## config.mk

```make
export PLATFORM = sky130hd
export DESIGN_NAME = rxfhs_top
export DESIGN_NICKNAME = d
export VERILOG_FILES = /design/src/core/rxfhs_pkg.sv /design/src/core/rxfhs_classify.sv /design/src/core/rxfhs_top.sv
export SDC_FILE = /design/constraint.sdc
export NUM_CORES = 1
export LEC_CHECK = 0
export BUFFER_PORTS_ARGS = -buffer_cell sky130_fd_sc_hd__buf_2
export CELL_PAD_IN_SITES_DETAIL_PLACEMENT = 1
export CELL_PAD_IN_SITES_GLOBAL_PLACEMENT = 2
export CORE_MARGIN = 5
export CORE_UTILIZATION = 34
export CTS_CLUSTER_DIAMETER = 150
export DETAILED_ROUTE_END_ITERATION = 10
export GPL_TIMING_DRIVEN = 0
export PLACE_DENSITY = 0.87
export SYNTH_ARGS = -nofsm -noshare
export SYNTH_HDL_FRONTEND = slang
export SYNTH_SLANG_ARGS = --single-unit
```

## constraint.sdc

```tcl
create_clock -name clk -period 4.2 [get_ports clk]
set_clock_uncertainty 0.1 [all_clocks]
set_input_delay 0.84 -clock clk [delete_from_list [all_inputs] [get_ports clk]]
set_output_delay 0.84 -clock clk [all_outputs]
set_load 0.005 [all_outputs]
```

## src/core/rxfhs_pkg.sv

```systemverilog
package rxfhs_pkg;

    // Register port addresses
    localparam logic [7:0]  RXFHS_STATUS_OFS   = 8'h7C;
    localparam logic [7:0]  RXFHS_BCOUNT_OFS   = 8'h7E;

    // Status word field positions
    localparam int          RXFHS_VALID_BIT    = 15;
    localparam int          RXFHS_ICMP_BIT     = 13;
    localparam int          RXFHS_IPHDR_BIT    = 12;
    localparam int          RXFHS_TCP_BIT      = 11;
    localparam int          RXFHS_UDP_BIT      = 10;
    localparam int          RXFHS_BCAST_BIT    = 7;
    localparam int          RXFHS_MCAST_BIT    = 6;
    localparam int          RXFHS_UCAST_BIT    = 5;
    localparam int          RXFHS_MII_BIT      = 4;
    localparam int          RXFHS_ETYPE_BIT    = 3;
    localparam int          RXFHS_LONG_BIT     = 2;
    localparam int          RXFHS_RUNT_BIT     = 1;
    localparam int          RXFHS_CRC_BIT      = 0;
    localparam int          RXFHS_BCNT_W       = 12;

    // Reserved bit masks, these bits always read as zero
    localparam logic [15:0] RXFHS_STATUS_RSVD  = 16'h4300;
    localparam logic [15:0] RXFHS_BCOUNT_RSVD  = 16'hF000;

    // Frame classification limits
    localparam logic [15:0] RXFHS_ETYPE_MIN    = 16'h05DC;
    localparam logic [15:0] RXFHS_MAX_LEN      = 16'h07D0;
    localparam logic [15:0] RXFHS_BCNT_LIMIT   = 16'h0FFF;
    localparam logic [11:0] RXFHS_BCNT_SAT     = 12'hFFF;
    localparam logic [47:0] RXFHS_BCAST_ADDR   = 48'hFFFF_FFFF_FFFF;
    localparam int          RXFHS_GROUP_BIT    = 40;

    // Header queue geometry
    localparam int          RXFHS_PTR_W        = 2;
    localparam int          RXFHS_CNT_W        = 3;
    localparam int          RXFHS_DEPTH        = 4;
    localparam logic [2:0]  RXFHS_DEPTH_CNT    = 3'h4;
    localparam logic [15:0] RXFHS_ZERO16       = 16'h0000;

    typedef struct packed {
        logic [15:0] status;
        logic [11:0] bytes;
    } rxfhs_entry_t;

endpackage : rxfhs_pkg

```

## src/core/rxfhs_classify.sv

```systemverilog
`timescale 1ns/1ns
module rxfhs_classify
    import rxfhs_pkg::*;
(
    // Completed frame attributes
    input  wire logic [47:0] dest_addr,
    input  wire logic [15:0] len_type,
    input  wire logic [15:0] byte_len,
    input  wire logic        icmp_sum_bad,
    input  wire logic        ip_sum_bad,
    input  wire logic        tcp_sum_bad,
    input  wire logic        udp_sum_bad,
    input  wire logic        mii_err,
    input  wire logic        runt,
    input  wire logic        crc_err,
    input  wire logic        pass_bad_frame,
    // Classified header entry
    output logic      [15:0] status_word,
    output logic      [11:0] byte_field,
    output logic             discard
);
    logic bcast;
    logic mcast;
    logic too_long;
    logic etype;

    assign bcast    = (dest_addr == RXFHS_BCAST_ADDR);
    // The group bit is set in the broadcast address, so it is covered too
    assign mcast    = dest_addr[RXFHS_GROUP_BIT];
    assign too_long = (byte_len > RXFHS_MAX_LEN);
    // Meaningless for runts; software must ignore it then
    assign etype    = (len_type > RXFHS_ETYPE_MIN);

    always_comb begin
        status_word                  = RXFHS_ZERO16;
        // An entry only exists once the frame is complete
        status_word[RXFHS_VALID_BIT] = 1'b1;
        status_word[RXFHS_ICMP_BIT]  = icmp_sum_bad;
        status_word[RXFHS_IPHDR_BIT] = ip_sum_bad;
        status_word[RXFHS_TCP_BIT]   = tcp_sum_bad;
        status_word[RXFHS_UDP_BIT]   = udp_sum_bad;
        status_word[RXFHS_BCAST_BIT] = bcast;
        status_word[RXFHS_MCAST_BIT] = mcast;
        status_word[RXFHS_UCAST_BIT] = ~mcast;
        status_word[RXFHS_MII_BIT]   = mii_err;
        status_word[RXFHS_ETYPE_BIT] = etype;
        status_word[RXFHS_LONG_BIT]  = too_long;
        status_word[RXFHS_RUNT_BIT]  = runt;
        status_word[RXFHS_CRC_BIT]   = crc_err;
    end

    // Long frames are never cut; the count saturates beyond the field
    assign byte_field = (byte_len > RXFHS_BCNT_LIMIT)
                        ? RXFHS_BCNT_SAT : byte_len[11:0];

    assign discard = (runt | crc_err | too_long)
                     & ~pass_bad_frame;

endmodule : rxfhs_classify

```

## src/core/rxfhs_top.sv

```systemverilog
`timescale 1ns/1ns
// Functional notes
// - Valid bit set only for a complete head frame; else clear.
// - Status bit 13 flags a bad ICMP checksum.
// - Status bit 12 flags a bad IP header checksum.
// - Status bit 11 flags a bad TCP checksum.
// - Status bit 10 flags a bad UDP checksum.
// - Status bit 7 flags a broadcast destination.
// - Status bit 6 flags multicast destinations, broadcast included.
// - Status bit 5 flags a unicast destination.
// - Status bit 4 flags an MII symbol error during the frame.
// - Status bit 3 set when length/type exceeds 1500; ignore for runts.
// - Status bit 2 flags frames over 2000 bytes; passed only if allowed.
// - Over-length frames are never truncated; the flag also drops them unless pass-bad is enabled.
// - Status bit 1 flags a runt or collision-damaged frame.
// - Status bit 0 flags a frame check sequence mismatch.
// - Runt and CRC-error frames are queued only with pass-bad enabled.
// - Byte count word bits 11..0 give the head frame size.
// - One entry per counted frame; host reads each byte count at most once.
module rxfhs_top
    import rxfhs_pkg::*;
(
    // Clock and reset
    input  wire logic                   clk,
    input  wire logic                   rst,
    // Receive engine side
    input  wire logic                   rx_start,
    input  wire logic                   frame_end,
    input  wire logic [47:0]            dest_addr,
    input  wire logic [15:0]            len_type,
    input  wire logic [15:0]            byte_len,
    input  wire logic                   icmp_sum_bad,
    input  wire logic                   ip_sum_bad,
    input  wire logic                   tcp_sum_bad,
    input  wire logic                   udp_sum_bad,
    input  wire logic                   mii_err,
    input  wire logic                   runt,
    input  wire logic                   crc_err,
    input  wire logic                   pass_bad_frame,
    // Register read port
    input  wire logic                   rd_en,
    input  wire logic [7:0]             rd_addr,
    output logic      [15:0]            rd_data,
    output logic                        rd_ack,
    // Queue state
    output logic      [RXFHS_CNT_W-1:0] frame_count,
    output logic                        reception_active,
    output logic                        frame_dropped
);
    import rxfhs_pkg::*;

    typedef struct packed {
        rxfhs_entry_t [RXFHS_DEPTH-1:0] q;
        logic [RXFHS_PTR_W-1:0]         wr_ptr;
        logic [RXFHS_PTR_W-1:0]         rd_ptr;
        logic [RXFHS_CNT_W-1:0]         count;
        logic                           busy;
        logic [15:0]                    rd_data;
        logic                           rd_ack;
        logic                           dropped;
    } rxfhs_state_t;

    rxfhs_state_t s_r;
    rxfhs_state_t s_nxt;

    logic [15:0]  cls_status;
    logic [11:0]  cls_bytes;
    logic         cls_discard;
    logic         push;
    logic         pop;
    logic         empty;
    logic         full;
    rxfhs_entry_t head;

    rxfhs_classify u_classify (
        .dest_addr      (dest_addr),
        .len_type       (len_type),
        .byte_len       (byte_len),
        .icmp_sum_bad   (icmp_sum_bad),
        .ip_sum_bad     (ip_sum_bad),
        .tcp_sum_bad    (tcp_sum_bad),
        .udp_sum_bad    (udp_sum_bad),
        .mii_err        (mii_err),
        .runt           (runt),
        .crc_err        (crc_err),
        .pass_bad_frame (pass_bad_frame),
        .status_word    (cls_status),
        .byte_field     (cls_bytes),
        .discard        (cls_discard)
    );

    assign empty = (s_r.count == '0);
    assign full  = (s_r.count == RXFHS_DEPTH_CNT);
    assign head  = s_r.q[s_r.rd_ptr];

    // Full check uses the current count: a pop in the same cycle does not
    // make room, which keeps the queue logic free of a combinational loop
    assign push = frame_end & ~cls_discard & ~full;
    // Reading the byte count retires the head entry
    assign pop  = rd_en & (rd_addr == RXFHS_BCOUNT_OFS) & ~empty;

    always_comb begin
        s_nxt         = s_r;
        s_nxt.rd_ack  = 1'b0;
        s_nxt.dropped = 1'b0;

        if (rx_start) begin
            s_nxt.busy = 1'b1;
        end
        if (frame_end) begin
            s_nxt.busy = 1'b0;
        end

        if (push) begin
            s_nxt.q[s_r.wr_ptr].status = cls_status;
            s_nxt.q[s_r.wr_ptr].bytes  = cls_bytes;
            s_nxt.wr_ptr               = s_r.wr_ptr + 2'h1;
        end
        if (frame_end & ~cls_discard & full) begin
            s_nxt.dropped = 1'b1;
        end
        if (pop) begin
            s_nxt.rd_ptr = s_r.rd_ptr + 2'h1;
        end

        case ({push, pop})
            2'b10: begin
                s_nxt.count = s_r.count + 3'h1;
            end
            2'b01: begin
                s_nxt.count = s_r.count - 3'h1;
            end
            default: begin
                s_nxt.count = s_r.count;
            end
        endcase

        if (rd_en) begin
            s_nxt.rd_ack  = 1'b1;
            s_nxt.rd_data = RXFHS_ZERO16;
            case (rd_addr)
                RXFHS_STATUS_OFS: begin
                    // No entry means nothing complete: valid reads clear
                    if (!empty) begin
                        s_nxt.rd_data = head.status
                                    & ~RXFHS_STATUS_RSVD;
                    end
                end
                RXFHS_BCOUNT_OFS: begin
                    if (!empty) begin
                        s_nxt.rd_data = {4'h0, head.bytes};
                    end
                end
                default: begin
                    s_nxt.rd_data = RXFHS_ZERO16;
                end
            endcase
        end
    end

    always_ff @(posedge clk) begin
        if (rst) begin
            s_r <= '0;
        end else begin
            s_r <= s_nxt;
        end
    end

    assign rd_data          = s_r.rd_data;
    assign rd_ack           = s_r.rd_ack;
    assign frame_count      = s_r.count;
    assign reception_active = s_r.busy;
    assign frame_dropped    = s_r.dropped;

    property p_valid_empty;
        @(posedge clk) disable iff (rst)
        (rd_en && rd_addr == RXFHS_STATUS_OFS && empty)
            |=> (rd_ack && !rd_data[RXFHS_VALID_BIT]);
    endproperty
    a_valid_empty: assert property (p_valid_empty)
        else $error("valid bit set with no pending frame");

    property p_valid_full;
        @(posedge clk) disable iff (rst)
        (rd_en && rd_addr == RXFHS_STATUS_OFS && !empty)
            |=> rd_data[RXFHS_VALID_BIT];
    endproperty
    a_valid_full: assert property (p_valid_full)
        else $error("valid bit clear with a pending frame");

    property p_rsvd_status;
        @(posedge clk) disable iff (rst)
        (rd_en && rd_addr == RXFHS_STATUS_OFS)
            |=> ((rd_data & RXFHS_STATUS_RSVD) == RXFHS_ZERO16);
    endproperty
    a_rsvd_status: assert property (p_rsvd_status)
        else $error("reserved status bits not zero");

    property p_bytes_read;
        @(posedge clk) disable iff (rst)
        (rd_en && rd_addr == RXFHS_BCOUNT_OFS && !empty)
            |=> (rd_data == {4'h0, $past(head.bytes)});
    endproperty
    a_bytes_read: assert property (p_bytes_read)
        else $error("byte count word differs from head entry");

    property p_discard_bad;
        @(posedge clk) disable iff (rst)
        (frame_end && (runt || crc_err) && !pass_bad_frame && !pop)
            |=> $stable(s_r.count);
    endproperty
    a_discard_bad: assert property (p_discard_bad)
        else $error("bad frame queued while pass-bad disabled");

    property p_push_count;
        @(posedge clk) disable iff (rst)
        (frame_end && !cls_discard && !full && !pop)
            |=> (s_r.count == $past(s_r.count) + 3'h1);
    endproperty
    a_push_count: assert property (p_push_count)
        else $error("accepted frame did not add one entry");

    property p_pop_count;
        @(posedge clk) disable iff (rst)
        (pop && !push) |=> (s_r.count == $past(s_r.count) - 3'h1);
    endproperty
    a_pop_count: assert property (p_pop_count)
        else $error("byte count read did not retire one entry");

    property p_bcast_mcast;
        @(posedge clk) disable iff (rst)
        (frame_end && dest_addr == RXFHS_BCAST_ADDR)
            |-> (cls_status[RXFHS_BCAST_BIT] && cls_status[RXFHS_MCAST_BIT]
                 && !cls_status[RXFHS_UCAST_BIT]);
    endproperty
    a_bcast_mcast: assert property (p_bcast_mcast)
        else $error("broadcast frame not also marked multicast");

    property p_ethertype;
        @(posedge clk) disable iff (rst)
        frame_end |-> (cls_status[RXFHS_ETYPE_BIT]
                       == (len_type > RXFHS_ETYPE_MIN));
    endproperty
    a_ethertype: assert property (p_ethertype)
        else $error("frame type bit wrong for length/type field");

    property p_too_long;
        @(posedge clk) disable iff (rst)
        frame_end |-> (cls_status[RXFHS_LONG_BIT]
                       == (byte_len > RXFHS_MAX_LEN));
    endproperty
    a_too_long: assert property (p_too_long)
        else $error("too-long bit wrong for frame length");

    property p_crc;
        @(posedge clk) disable iff (rst)
        frame_end |-> (cls_status[RXFHS_CRC_BIT] == crc_err
                       && cls_status[RXFHS_RUNT_BIT] == runt);
    endproperty
    a_crc: assert property (p_crc)
        else $error("crc or runt bit does not follow the frame");

    property p_stored_status;
        @(posedge clk) disable iff (rst)
        (push && empty && !pop) ##1 !pop
            ##1 (rd_en && rd_addr == RXFHS_STATUS_OFS)
            |=> (rd_data == ($past(cls_status, 3) & ~RXFHS_STATUS_RSVD));
    endproperty
    a_stored_status: assert property (p_stored_status)
        else $error("stored status differs from classified frame");

    property p_sum_bits;
        @(posedge clk) disable iff (rst)
        frame_end |-> (cls_status[RXFHS_ICMP_BIT] == icmp_sum_bad
                       && cls_status[RXFHS_IPHDR_BIT] == ip_sum_bad);
    endproperty
    a_sum_bits: assert property (p_sum_bits)
        else $error("icmp or ip checksum bit does not follow the frame");

    property p_l4_bits;
        @(posedge clk) disable iff (rst)
        frame_end |-> (cls_status[RXFHS_TCP_BIT] == tcp_sum_bad
                       && cls_status[RXFHS_UDP_BIT] == udp_sum_bad);
    endproperty
    a_l4_bits: assert property (p_l4_bits)
        else $error("tcp or udp checksum bit does not follow the frame");

    property p_mii_ucast;
        @(posedge clk) disable iff (rst)
        frame_end |-> (cls_status[RXFHS_MII_BIT] == mii_err
                       && cls_status[RXFHS_UCAST_BIT]
                          == !dest_addr[RXFHS_GROUP_BIT]);
    endproperty
    a_mii_ucast: assert property (p_mii_ucast)
        else $error("mii error or unicast bit does not follow the frame");

    property p_rsvd_bcount;
        @(posedge clk) disable iff (rst)
        (rd_en && rd_addr == RXFHS_BCOUNT_OFS)
            |=> ((rd_data & RXFHS_BCOUNT_RSVD) == RXFHS_ZERO16);
    endproperty
    a_rsvd_bcount: assert property (p_rsvd_bcount)
        else $error("reserved byte count bits not zero");

    property p_full_drop;
        @(posedge clk) disable iff (rst)
        (frame_end && !cls_discard && full) |=> frame_dropped;
    endproperty
    a_full_drop: assert property (p_full_drop)
        else $error("frame lost on a full queue without a drop pulse");

    property p_busy_clear;
        @(posedge clk) disable iff (rst)
        frame_end |=> !reception_active;
    endproperty
    a_busy_clear: assert property (p_busy_clear)
        else $error("reception still shown active after frame end");

endmodule : rxfhs_top

```

==> tab_implementation.tex <==
\begin{tabular}{lr}
\hline
Metric & Value \\
\hline
\multicolumn{2}{l}{\textbf{Logic synthesis}} \\
Synthesized netlist cell count & between 500 and 600 \\
Synthesized area per cell & 10.23 um\^{}2 \\
Asr flop ratio synth & 0\% \\
Yosys warning total & 0 \\
Post-synthesis sequential element count & 125 \\
Most used DFF post-synth & sky130\_fd\_sc\_hd\_\_dfxtp\_1 \\
Distinct cells, synth & between 40 and 50 \\
Share of synthesized area occupied by flip-flops and latches & between 40\% and 50\% \\
Post-Syn Area & 0.006048 mm\^{}2 \\
Number of flops mapped to enable cells by yosys & 0 \\
Post-Synthesis Net Count & around 700 \\
\multicolumn{2}{l}{\textbf{Layout}} \\
Post-synthesis to final-layout area growth & 25.24\% \\
Final Core Density & a little over two fifths \\
Number of antenna cells inserted & 0 \\
Final instance count without filler cells & 968 \\
Final-layout fill cell count & between 1500 and 2000 \\
Final design area excluding fillers & 0.007575 mm\^{}2 \\
Nets & $\sim$840 \\
Layout cells sized above 1 & $\sim$29\% \\
\multicolumn{2}{l}{\textbf{Clock tree}} \\
Latest clock arrival within the worst-skew pair & 420 ps \\
Number of clock sinks seen by CTS & approximately 130 \\
H-Tree Depth & 4 \\
Hold Buf Count CTS & 0 \\
\# resized after CTS & 0 \\
Post-CTS setup buffers & 0 \\
Clock tree from TritonCTS & done \\
Clock slew at reported path FFs & around 60 ps \\
Total clock buffers created by CTS & 17 \\
Buffer type at the clock tree root & sky130\_fd\_sc\_hd\_\_clkbuf\_16 \\
Clock tree buffer depth & 2 \\
\multicolumn{2}{l}{\textbf{Global routing}} \\
Total congestion overflow & 0 \\
Layer with the highest usage & met2 \\
Vias in the first global route & $\sim$5600 \\
Global-route met2 utilization & roughly a third \\
Global-route wire length before repair & between 20000 and 30000 um \\
Pin count of the biggest net entering global routing & 17 \\
Global router's overall resource usage & 18.83\% \\
Met1 layer usage reported by global route & between 20\% and 30\% \\
Global Route met3 Usage & about 4.1\% \\
Number of antenna violations at the first check in global routing & 0 \\
\multicolumn{2}{l}{\textbf{Drt}} \\
Overall routed net length & 18920 um \\
Antenna viol nets, final & 0 \\
Residual DRC & 0 \\
Routed wirelength normalized by instance count & 19.55 um \\
Via Count & about 5000 \\
DRC marker count from the first detailed-route iteration & between 200 and 250 \\
Post-DR vias/cell & between 5 and 6 \\
Pre-Repair DR Iteration Count & 4 \\
\multicolumn{2}{l}{\textbf{STA}} \\
Final-report max-slew violation count & 0 \\
Fmax achieved & between 300 and 400 MHz \\
Total Negative Setup Slacks & 0 ps \\
Fraction of the cycle the final worst path needs & between 70\% and 80\% \\
Tightest Pin Transition & slightly below 900 ps \\
Final min period & 3237 ps \\
Fin Hold WS & approximately 350 ps \\
Final setup violation count & 0 \\
Rel. slew slack & 40.93\% \\
Worst path setup slack after routing & approximately 960 ps \\
Unrepaired setup endpoints after global routing & no \\
Number of endpoints with negative hold slack in the final report & 0 \\
\multicolumn{2}{l}{\textbf{Power}} \\
Max VDD drop & about 340 uV \\
Leakage dissipation & 3.300 nW \\
Total power & 3.092 mW \\
Power density over the cells & slightly above 400 mW/mm\^{}2 \\
\multicolumn{2}{l}{\textbf{Place}} \\
Routability-driven placement congestion ratio & roughly 0.83 \\
Post-Place Cells & 936 \\
Minimum setup slack after placement & 527.4 ps \\
Placed cell areas & 0.006930 mm\^{}2 \\
Buffers added on ports & between 100 and 150 \\
Placed wire-length estimate & roughly 14000 um \\
\multicolumn{2}{l}{\textbf{Critical path}} \\
Data arrival time of the critical path & 3490 ps \\
Reg2reg setup slack & 1440 ps \\
Critical path start-end classification & in2reg \\
Crit path max fanout & 10 \\
Startpoint kind of the worst setup timing path & input port \\
Source of the worst register-to-register timing path & frame\_count[2] \\
Nature of the critical path endpoint & flip-flop \\
Crit path to & frame\_count[2] \\
Launch point of the critical path & byte\_len[11] \\
Worst Path Required & 4450 ps \\
Register-to-Register Path Depth & 8 \\
End of the worst register-to-register path & frame\_count[2] \\
\multicolumn{2}{l}{\textbf{Die}} \\
Core Rows & 48 \\
Die ar. & around 0.02 mm\^{}2 \\
Starting Density & between 30\% and 40\% \\
IO Count & about 120 \\
Die Y & 143.4 um \\
Die width & about 140 um \\
Core outline area & between 0.015 and 0.02 mm\^{}2 \\
\multicolumn{2}{l}{\textbf{Outcome}} \\
Run status & complete, no violations \\
\multicolumn{2}{l}{\textbf{Hold path}} \\
Class of the worst hold path & reg2reg \\
Hold Path Stages & 2 \\
\multicolumn{2}{l}{\textbf{Flow run}} \\
Reported max-cap violation count & 0 \\
\hline
\end{tabular}
[report_power, final]
| part | switching, mW | leakage (nW) | internal, mW |
|---|---|---|---|
| logic | 0.140 | 1.97 | 0.117 |
| clock network | 0.545 | 0.316 | 1.05 |
| registers | 0.0181 | 1.01 | 1.22 |
| total | 0.703 | 3.30 | 2.39 |
[kinds of logic after synthesis]
| logic type | synth area share, % |
|---|---|
| other cells | 0.06200 |
| mux | 23.07 |
| fa+ha+maj | 1.365 |
| simple gates | 19.18 |
| buf+inv | 5.772 |
| xor+xnor | 0.5793 |
| flops | 41.37 |
| compound gates | 8.606 |
[cell type report]
| type | count | area, um^2 | area share, % |
|---|---|---|---|
| multi-input cells | 397 | 3197 | 42.20 |
| inverters | 11 | 41.29 | 0.5451 |
| well taps | 225 | 281.5 | 3.717 |
| clock buffers | 22 | 484.2 | 6.392 |
| repair buffers | 120 | 600.6 | 7.929 |
| plain buffers | 58 | 307.8 | 4.063 |
| flip-flops and latches | 125 | 2502 | 33.04 |
| clock inverters | 10 | 160.2 | 2.114 |
[Yosys cell counts, types with 2 or more instances]
cell	number	area share (%)
sky130_fd_sc_hd__a21oi_1	14	1.2
sky130_fd_sc_hd__and4_1	2	0.29
sky130_fd_sc_hd__buf_1	5	0.31
sky130_fd_sc_hd__buf_2	9	0.74
sky130_fd_sc_hd__buf_4	21	2.6
sky130_fd_sc_hd__clkbuf_1	23	1.4
sky130_fd_sc_hd__dfxtp_1	125	41
sky130_fd_sc_hd__ha_1	5	1.0
sky130_fd_sc_hd__inv_1	11	0.68
sky130_fd_sc_hd__mux2i_1	82	14
sky130_fd_sc_hd__mux4_2	25	9.3
sky130_fd_sc_hd__nand2_1	14	0.87
sky130_fd_sc_hd__nand2b_1	81	8.4
sky130_fd_sc_hd__nand3_1	3	0.25
sky130_fd_sc_hd__nand4_1	13	1.3
sky130_fd_sc_hd__nand4b_1	2	0.29
sky130_fd_sc_hd__nor2_1	18	1.1
sky130_fd_sc_hd__nor2b_1	30	3.1
sky130_fd_sc_hd__nor3_1	3	0.25
sky130_fd_sc_hd__nor4_1	3	0.31
sky130_fd_sc_hd__nor4b_1	2	0.29
sky130_fd_sc_hd__o21ai_0	32	2.6
sky130_fd_sc_hd__o21ai_1	29	2.4
sky130_fd_sc_hd__o21bai_1	13	1.6
sky130_fd_sc_hd__or4_1	3	0.37
sky130_fd_sc_hd__xor2_1	3	0.43
[worst min-delay path by stage]
stage / start / endpoint / slack, ps
3_5_place_dp: s_r[109] / s_r[109] / 340
2_1_floorplan: s_r[109] / s_r[109] / 320
5_1_grt: s_r[109] / s_r[109] / 370
6_report: s_r[109] / s_r[109] / 350
3_3_place_gp: s_r[81] / s_r[81] / 330
4_1_cts: s_r[109] / s_r[109] / 350
[placed cells by master (no fill, tap or decap), types with 11 or more instances in the layout]
cell type	n
sky130_fd_sc_hd__mux2i_1	82
sky130_fd_sc_hd__inv_1	11
sky130_fd_sc_hd__nand4_1	13
sky130_fd_sc_hd__buf_4	21
sky130_fd_sc_hd__buf_2	129
sky130_fd_sc_hd__nand2b_1	81
sky130_fd_sc_hd__nor2_1	18
sky130_fd_sc_hd__o21ai_1	29
sky130_fd_sc_hd__o21bai_1	13
sky130_fd_sc_hd__clkbuf_16	17
sky130_fd_sc_hd__a21oi_1	14
sky130_fd_sc_hd__nor2b_1	30
sky130_fd_sc_hd__nand2_1	14
sky130_fd_sc_hd__dfxtp_1	125
sky130_fd_sc_hd__clkbuf_1	24
sky130_fd_sc_hd__mux4_2	25
sky130_fd_sc_hd__o21ai_0	32
[per-layer routing]
metal	part of all wire (%)	vias to the layer above
li1	-	2342
met1	41	2476
met2	51	154
met3	5.9	26
met4	2.4	0
met5	0	-
[flip-flops by register name, summed over array words and instances (netlist names)]
name,count
reception_active,1
frame_count,3
rd_data,15
rd_ack,1
frame_dropped,1
s_r,104
[worst max-delay path, stage by stage]
cell and delay (ps):
sky130_fd_sc_hd__buf_2 130, sky130_fd_sc_hd__and4b_1 270, sky130_fd_sc_hd__o211ai_1 140, sky130_fd_sc_hd__a221oi_1 340, sky130_fd_sc_hd__buf_2 340, sky130_fd_sc_hd__nor2_1 120, sky130_fd_sc_hd__inv_1 70, sky130_fd_sc_hd__ha_1 170
sky130_fd_sc_hd__inv_1 60, sky130_fd_sc_hd__fa_1 380, sky130_fd_sc_hd__xor2_1 160, sky130_fd_sc_hd__or3_1 310, sky130_fd_sc_hd__a21oi_1 150
(Power assumes the default switching activity.)
